<file path="config.mk">
export PLATFORM = sky130hd
export DESIGN_NAME = upi_power_interrupt
export DESIGN_NICKNAME = d
export VERILOG_FILES = /design/src/design/upi_pkg.sv /design/src/design/upi_power_interrupt.sv
export SDC_FILE = /design/constraint.sdc
export NUM_CORES = 1
export LEC_CHECK = 0
export BUFFER_PORTS_ARGS = -buffer_cell sky130_fd_sc_hd__buf_2
export CAP_MARGIN = 0
export CORE_ASPECT_RATIO = 1.4
export CORE_MARGIN = 2
export CORE_UTILIZATION = 25
export DETAILED_ROUTE_END_ITERATION = 16
export SLEW_MARGIN = 5
export SYNTH_ARGS = -nofsm -noshare
export SYNTH_HDL_FRONTEND = slang
export SYNTH_SLANG_ARGS = --single-unit
</file>
<file path="constraint.sdc">
create_clock -name clk -period 3.6 [get_ports clk]
set_input_delay 0.72 -clock clk [delete_from_list [all_inputs] [get_ports clk]]
set_output_delay 0.72 -clock clk [all_outputs]
set_load 0.05 [all_outputs]
</file>
<file path="src/design/upi_pkg.sv">
package upi_pkg;
   // ------------------------------------------------------------
   // Register map (byte addresses)
   // ------------------------------------------------------------
   localparam logic [31:0] ADDR_POWER_CONTROL     = 32'h15200144;
   localparam logic [31:0] ADDR_INTERRUPT_PENDING = 32'h15200148;
   localparam logic [31:0] ADDR_INTERRUPT_MASK    = 32'h1520014C;
   localparam logic [31:0] ADDR_RESUME_LENGTH     = 32'h15200154;
   // ------------------------------------------------------------
   // Power control fields
   // ------------------------------------------------------------
   localparam int PWR_CLK_GATE  = 8;
   localparam int PWR_SW_RESET  = 7;
   localparam int PWR_FLUSH     = 6;
   localparam int PWR_VBUS      = 5;
   localparam int PWR_BUS_RESET = 3;
   localparam int PWR_WAKE      = 2;
   localparam int PWR_SUSPENDED = 1;
   localparam int PWR_SUSP_EN   = 0;
   // ------------------------------------------------------------
   // Interrupt fields
   // ------------------------------------------------------------
   localparam int INT_ERROR   = 8;
   localparam int INT_RESET   = 7;
   localparam int INT_RESUME  = 6;
   localparam int INT_SUSPEND = 5;
   localparam int INT_EP4     = 4;
   localparam int INT_EP3     = 3;
   localparam int INT_EP2     = 2;
   localparam int INT_EP1     = 1;
   localparam int INT_EP0     = 0;
   localparam int MASK_CRC    = 9;
   localparam int MASK_STUFF  = 8;
   // ------------------------------------------------------------
   // Reset values and timing
   // ------------------------------------------------------------
   localparam logic [31:0] RST_POWER_CONTROL = 32'h00000000;
   localparam logic [9:0]  RST_MASK          = 10'h33F;
   localparam logic [4:0]  RST_RESUME_LENGTH = 5'h0A;
   localparam int CLK_MHZ         = 200;
   localparam int MS_NS           = 1000000;
   localparam int CLK_PERIOD_NS   = 5;
   localparam int MS_CYCLES       = MS_NS / CLK_PERIOD_NS;
   localparam int IDLE_SUSPEND_MS = 3;

   // Per-endpoint event flags from the endpoint logic
   typedef struct packed {
      logic rxWaitingSet;
      logic txLoadedClear;
      logic stallDoneSet;
      logic fifoFlushed;
      logic setupEndSet;
      logic lastDataClear;
   } upi_ep_evt_t;

   typedef struct packed {
      logic crcError;
      logic stuffError;
      logic busReset;
      logic busResume;
      logic busActive;
   } upi_bus_t;
endpackage : upi_pkg

</file>
<file path="src/design/upi_power_interrupt.sv">
// Local design decision: strobed register access.
`timescale 1ns/1ps
module upi_power_interrupt
   import upi_pkg::*;
#(
   parameter int MS_COUNT = MS_CYCLES
) (
   // Clock and reset
   input  wire logic                 clk,
   input  wire logic                 nrst,
   // Register port
   input  wire logic [31:0]          regAddr,
   input  wire logic [31:0]          regWdata,
   input  wire logic                 regWr,
   input  wire logic                 regRd,
   output logic      [31:0]          regRdata,
   // Bus events (pins, asynchronous)
   input  wire upi_pkg::upi_bus_t    busIn,
   input  wire logic                 vbusIn,
   // Endpoint events, same clock
   input  wire upi_pkg::upi_ep_evt_t epEvt [5],
   // Control outputs
   output logic                      clkGate,
   output logic                      funcReset,
   output logic                      ctrlFifoFlush,
   output logic                      resumeDrive,
   output logic                      irq
);
   import upi_pkg::*;

   // ------------------------------------------------------------
   // Pin synchronisers
   // ------------------------------------------------------------
   upi_bus_t busMeta;
   upi_bus_t bus;
   logic     vbusMeta;
   logic     vbus;
   always_ff @(posedge clk or negedge nrst) begin
      if (!nrst) begin
         busMeta  <= '0;
         bus      <= '0;
         vbusMeta <= 1'b0;
         vbus     <= 1'b0;
      end else begin
         busMeta  <= busIn;
         bus      <= busMeta;
         vbusMeta <= vbusIn;
         vbus     <= vbusMeta;
      end
   end

   // ------------------------------------------------------------
   // Decode
   // ------------------------------------------------------------
   wire selPwr  = regAddr == ADDR_POWER_CONTROL;
   wire selInt  = regAddr == ADDR_INTERRUPT_PENDING;
   wire selMask = regAddr == ADDR_INTERRUPT_MASK;
   wire selRes  = regAddr == ADDR_RESUME_LENGTH;
   wire wrPwr   = regWr && selPwr;
   wire wrInt   = regWr && selInt;
   wire wrMask  = regWr && selMask;
   wire wrRes   = regWr && selRes;

   // ------------------------------------------------------------
   // Power control
   // ------------------------------------------------------------
   logic       suspEn;
   logic       suspended;
   logic       wake;
   logic [4:0] resumeLength;
   logic [9:0] intMask;
   logic [8:0] pending;
   logic [31:0] msCnt;
   logic [4:0]  resMs;
   logic [1:0]  idleMs;
   logic [31:0] idleCnt;
   logic        busResetQ;

   wire swResetWr   = wrPwr && regWdata[PWR_SW_RESET];
   wire msTick      = resumeDrive && (msCnt == 32'(MS_COUNT - 1));
   wire resumeDone  = msTick && (resMs == 5'h01);
   wire idle3ms     = (idleCnt == 32'(MS_COUNT - 1)) && (idleMs == 2'(IDLE_SUSPEND_MS - 1));
   wire busResume   = suspended && (bus.busResume || bus.busReset);
   wire wakeStart   = wrPwr && regWdata[PWR_WAKE] && suspended && !resumeDrive;
   wire suspendHit  = idle3ms && !suspended && suspEn && !resumeDrive;

   always_ff @(posedge clk or negedge nrst) begin
      if (!nrst) begin
         clkGate       <= 1'b0;
         funcReset     <= 1'b0;
         ctrlFifoFlush <= 1'b0;
         suspEn        <= 1'b0;
      end else if (wrPwr) begin
         // Gate may be set directly, but only a reset write removes it
         clkGate       <= regWdata[PWR_SW_RESET] ? 1'b0 :
                          (clkGate | regWdata[PWR_CLK_GATE]);
         funcReset     <= regWdata[PWR_SW_RESET];
         ctrlFifoFlush <= regWdata[PWR_FLUSH];
         suspEn        <= regWdata[PWR_SUSP_EN];
      end else begin
         ctrlFifoFlush <= 1'b0;
      end
   end

   always_ff @(posedge clk or negedge nrst) begin
      if (!nrst) begin
         suspended <= 1'b0;
      end else if (busResume || wakeStart) begin
         suspended <= 1'b0;
      end else if (suspendHit) begin
         suspended <= 1'b1;
      end
   end

   // Resume length register; a write of zero is ignored since it cannot be used
   always_ff @(posedge clk or negedge nrst) begin
      if (!nrst) begin
         resumeLength <= RST_RESUME_LENGTH;
      end else if (wrRes && regWdata[4:0] != 5'h00) begin
         resumeLength <= regWdata[4:0];
      end
   end

   always_ff @(posedge clk or negedge nrst) begin
      if (!nrst) begin
         wake        <= 1'b0;
         resumeDrive <= 1'b0;
         msCnt       <= '0;
         resMs       <= '0;
      end else if (wakeStart) begin
         wake        <= 1'b1;
         resumeDrive <= 1'b1;
         msCnt       <= '0;
         resMs       <= resumeLength;
      end else if (resumeDone) begin
         wake        <= 1'b0;
         resumeDrive <= 1'b0;
      end else if (resumeDrive) begin
         msCnt <= msTick ? '0 : msCnt + 32'd1;
         resMs <= msTick ? resMs - 5'h01 : resMs;
      end
   end

   // Idle timer restarts on bus activity, our own resume included; fires every 3 ms
   always_ff @(posedge clk or negedge nrst) begin
      if (!nrst) begin
         idleCnt <= '0;
         idleMs  <= '0;
      end else if (bus.busActive || clkGate || resumeDrive) begin
         idleCnt <= '0;
         idleMs  <= '0;
      end else if (idleCnt == 32'(MS_COUNT - 1)) begin
         idleCnt <= '0;
         idleMs  <= idle3ms ? 2'h0 : idleMs + 2'h1;
      end else begin
         idleCnt <= idleCnt + 32'd1;
      end
   end

   // ------------------------------------------------------------
   // Interrupt pending and mask
   // ------------------------------------------------------------
   logic [8:0] setEvt;
   always_comb begin
      setEvt              = '0;
      setEvt[INT_ERROR]   = (bus.crcError && !intMask[MASK_CRC]) ||
                            (bus.stuffError && !intMask[MASK_STUFF]);
      setEvt[INT_RESET]   = (bus.busReset && !busResetQ) || swResetWr;
      setEvt[INT_RESUME]  = busResume;
      setEvt[INT_SUSPEND] = idle3ms;
      setEvt[INT_EP0]     = epEvt[0].rxWaitingSet || epEvt[0].txLoadedClear ||
                            epEvt[0].stallDoneSet || epEvt[0].setupEndSet ||
                            epEvt[0].lastDataClear;
      setEvt[INT_EP1]     = epEvt[1].txLoadedClear || epEvt[1].fifoFlushed;
      setEvt[INT_EP2]     = epEvt[2].txLoadedClear || epEvt[2].fifoFlushed;
      setEvt[INT_EP3]     = epEvt[3].rxWaitingSet || epEvt[3].stallDoneSet;
      setEvt[INT_EP4]     = epEvt[4].rxWaitingSet || epEvt[4].stallDoneSet;
   end

   wire [8:0] clrMask = wrInt ? regWdata[8:0] : 9'h000;

   always_ff @(posedge clk or negedge nrst) begin
      if (!nrst) begin
         pending   <= '0;
         busResetQ <= 1'b0;
      end else begin
         // A new event wins over a clear in the same cycle
         pending   <= (pending & ~clrMask) | setEvt;
         busResetQ <= bus.busReset;
      end
   end

   always_ff @(posedge clk or negedge nrst) begin
      if (!nrst) begin
         intMask <= RST_MASK;
      end else if (wrMask) begin
         intMask <= regWdata[9:0];
      end
   end

   // Resume is never maskable; error uses its own mask bits at the source
   wire [8:0] gate = {1'b0, intMask[INT_RESET], 1'b0, intMask[5:0]};
   wire       nextIrq = |(pending & ~gate);

   always_ff @(posedge clk or negedge nrst) begin
      if (!nrst) begin
         irq <= 1'b0;
      end else begin
         irq <= nextIrq;
      end
   end

   // ------------------------------------------------------------
   // Read data
   // ------------------------------------------------------------
   wire [31:0] pwrView = {23'h000000, clkGate, 1'b0, ctrlFifoFlush, vbus, 1'b0,
                          bus.busReset, wake, suspended, suspEn};
   wire [31:0] next_rdata = selPwr  ? pwrView :
                            selInt  ? {23'h000000, pending} :
                            selMask ? {22'h000000, intMask} :
                            selRes  ? {27'h0000000, resumeLength} : 32'h00000000;

   always_ff @(posedge clk or negedge nrst) begin
      if (!nrst) begin
         regRdata <= 32'h00000000;
      end else if (regRd) begin
         regRdata <= next_rdata;
      end else begin
         regRdata <= 32'h00000000;
      end
   end

   // ------------------------------------------------------------
   // Resume burst length
   // ------------------------------------------------------------
   // Counted apart from the resume counter, so a slip there shows up here
   logic [31:0] driveCnt;
   logic [4:0]  driveLen;
   always_ff @(posedge clk or negedge nrst) begin
      if (!nrst) begin
         driveCnt <= 32'h00000000;
         driveLen <= 5'h00;
      end else if (wakeStart) begin
         driveCnt <= 32'h00000001;
         driveLen <= resumeLength;
      end else if (resumeDrive) begin
         driveCnt <= driveCnt + 32'h00000001;
      end
   end
endmodule : upi_power_interrupt

</file>
==> metrics.txt <==
Power Density 436.6 nW/um2; post-CTS sizing 0; most common cell in the netlist dfrtp_1; worst reg2reg path depth 8; max cap viols 0; simple-gate area share of the yosys netlist 0.2286; worst r2r src msCnt[0]; met2 wire len 8001 um; Slew Limit Fails 0; mux contribution to synthesized area 0.03430; synth top area cells dfrtp_1, o21ai_0, dfstp_2; 1st-pass router iterations 4; post-route ant nets 0; area of the multi-input gates 2872 um2; Syn Inst Count 659; crit path capture type register; clock sink count 125; Post-synth EDFFs 0; critical path class register to register; Area Overhead vs Synth 20.72%; first-pass GRT wire length 25,660 um; met1 wire length 6488 um; worst clock skew 7.373 ps; fin crit share 0.7646; post-CTS setup buffers 0; HPWL Detailed 10,970 um; FILL cells 2,544; wire length on met3 463 um; IO buf count 79; most instantiated cells after synthesis dfrtp_1, nor2_1, o21ai_0, nand2_1, nand3_1; Post-layout nets 852; Arrival @ worst endpoint 3040 ps; sequential area share after synthesis 0.4976; status complete, no violations; LEAKAGE 3.272 nW; n_diodes 0; area occupied by registers 3141 um2; RSZ-0062 raised after global routing false; Post-synth ARST share 1.000; setup TNS 0 ps; Post-Place Cell Area 7015 um2; proportion of layout cells with a drive suffix above 1 0.2008; Longest Clk Path Bufs 2; die area 26,550 um2; Top Ports 141; synth unique cells 63; CTS buffer count 17; post-synthesis compound-gate area fraction 0.1316; Tmin final 2752 ps; overall routed net length 15,460 um; hold_buf cts 0; CP Data Required Time 3890 ps; FF+latch count, synth 125; routed via count 5,172; via count of the first global-routing pass 5,000; fmax 363.3 MHz; worst-margin pin slew 981.6 ps; Residual DRC 0; post-synthesis xor/xnor area fraction 0.03747; Synth Flop Type dfrtp_1; All-Layer GR Usage 0.1190; Slew Limit Headroom 0.3456; fin area 7619 um2; peak fanout along the critical path 42; GRT overflow 0; final hold vios 0; Netlist Area Pre-Place 6311 um2; worst skew pair latency 420 ps; Critical Path Source msCnt[0]; Synth Area in Adders 0.007930; CTS H-tree depth 4; Worst Setup EP resMs[0]; die height 192.0 um; initial antenna violation count 0; Vias/cell 4.825; DR top layer met4; core area 24,760 um2; Starting Density 0.2549; routed length per instance 14.42 um; gpl congestion 0.8243; largest net degree at the start of global routing 53; Min-Delay Path Class primary input to asynchronous set/reset pin; synth warn 0; Critical Path Source Type register; Die X 138.3 um; share of the synthesized area in the top cell type 0.4560; DR iter-0 viols 238; Setup-failing EPs final 0; setup slack, reg-to-reg 850 ps; peak supply drop 324.6 uV; clk slew on worst S/H paths 60 ps; RR Endpoint resMs[0]; # rows 68; CTS tree done; Synth area leader dfrtp_1; clk root buf clkbuf_16; syn avg cell area 9.577 um2; largest family of logic cells by synthesized area simple AND/OR/NAND/NOR gates
==> power breakdown <==
group | switching [mW] | internal [mW] | leakage, nW
sequential | 0.00512 | 1.42 | 1.46
combinational | 0.114 | 0.0384 | 1.53
clock | 0.627 | 1.12 | 0.283
==> flip-flops by register name (all words and copies together), names as in the netlist, 2 cells and up <==
signal        count
intMask          10
resMs             5
msCnt            32
resumeLength      5
busMeta           5
bus               5
idleMs            2
idleCnt          32
regRdata         10
pending           9
==> how the worst min path moves through the flow <==
stage               start     end  slack (ps)
2_1_floorplan  busMeta[0]  bus[0]         330
3_3_place_gp   busMeta[4]  bus[4]         330
3_5_place_dp   busMeta[1]  bus[1]         340
4_1_cts              nrst    vbus         350
5_1_grt              nrst    vbus         350
6_report             nrst    vbus         320
==> cell families (layout without fill, tap and decap cells) <==
kind of cell	count (synthesis)	after routing
multiplexers	20	20
other	1	22
AND/OR/NAND/NOR	271	271
flip-flops	125	125
XOR/XNOR	27	27
AO/OA/AOI/OAI	136	136
adder cells (fa/ha/maj)	4	4
buffers and inverters	75	152
==> cells in the final DEF, fill, tap and decap left out, types with 3 or more instances in the layout <==
cell type	netlist	final
a211o_1	3	3
a211oi_1	4	4
a21oi_1	28	28
a31oi_1	6	6
and2_1	7	7
and3_1	17	17
and3_2	3	3
and4_1	3	3
buf_2	15	78
buf_4	24	12
bufinv_16	0	3
clkbuf_1	7	3
clkbuf_16	0	17
clkinvlp_4	0	4
conb_1	1	22
dfrtp_1	115	115
dfstp_2	10	10
ha_1	4	4
inv_1	29	29
mux2_1	3	3
mux2_2	10	10
mux2i_1	7	7
nand2_1	50	50
nand3_1	32	32
nand4_1	19	19
nor2_1	64	64
nor3_1	19	19
nor4_1	12	12
nor4b_1	8	8
o21ai_0	58	58
o22ai_1	3	3
o31ai_1	11	11
or3_1	16	16
xnor2_1	15	15
xor2_1	12	12
==> critical path: stages (launching register included) <==
cell and delay [ps]:
dfrtp_1 380, ha_1 210, nand3_1 180, or3_1 500, nor3_4 450, o2bb2ai_4 480, inv_1 180, nand3_1 140
nand3_1 80
==> layer usage <==
| layer | track usage | up-vias |
|---|---|---|
| li1 | - | 2495 |
| met3 | 0.02144 | 26 |
| met2 | 0.2108 | 113 |
| met1 | 0.1394 | 2538 |
| met5 | 0 | - |
| met4 | 0.05730 | 0 |
==> final cells by class <==
| cell class | count | area share |
|---|---|---|
| clock buffers | 22 | 0.06093 |
| inverters | 29 | 0.01429 |
| repair buffers | 91 | 0.06569 |
| clock inverters | 10 | 0.01823 |
| flip-flops and latches | 125 | 0.4122 |
| multi-input cells | 480 | 0.3769 |
| well taps | 315 | 0.05173 |
==> stage by stage <==
step                setup slack (ps)  hold WS, ps    util  power (mW)  std cells
floorplan                       1056        331.2       -       1.538        680
global placement               466.3        332.5  0.2834       1.600       1040
detailed placement             546.5        338.1  0.2834       1.601       1040
CTS                            814.8        346.3  0.3077       3.356       1072
global route                   612.2        353.8  0.3077       3.445       1072
finish                         847.6        324.6  0.3077       3.326       1072
Power figures use the tool's default switching activity.
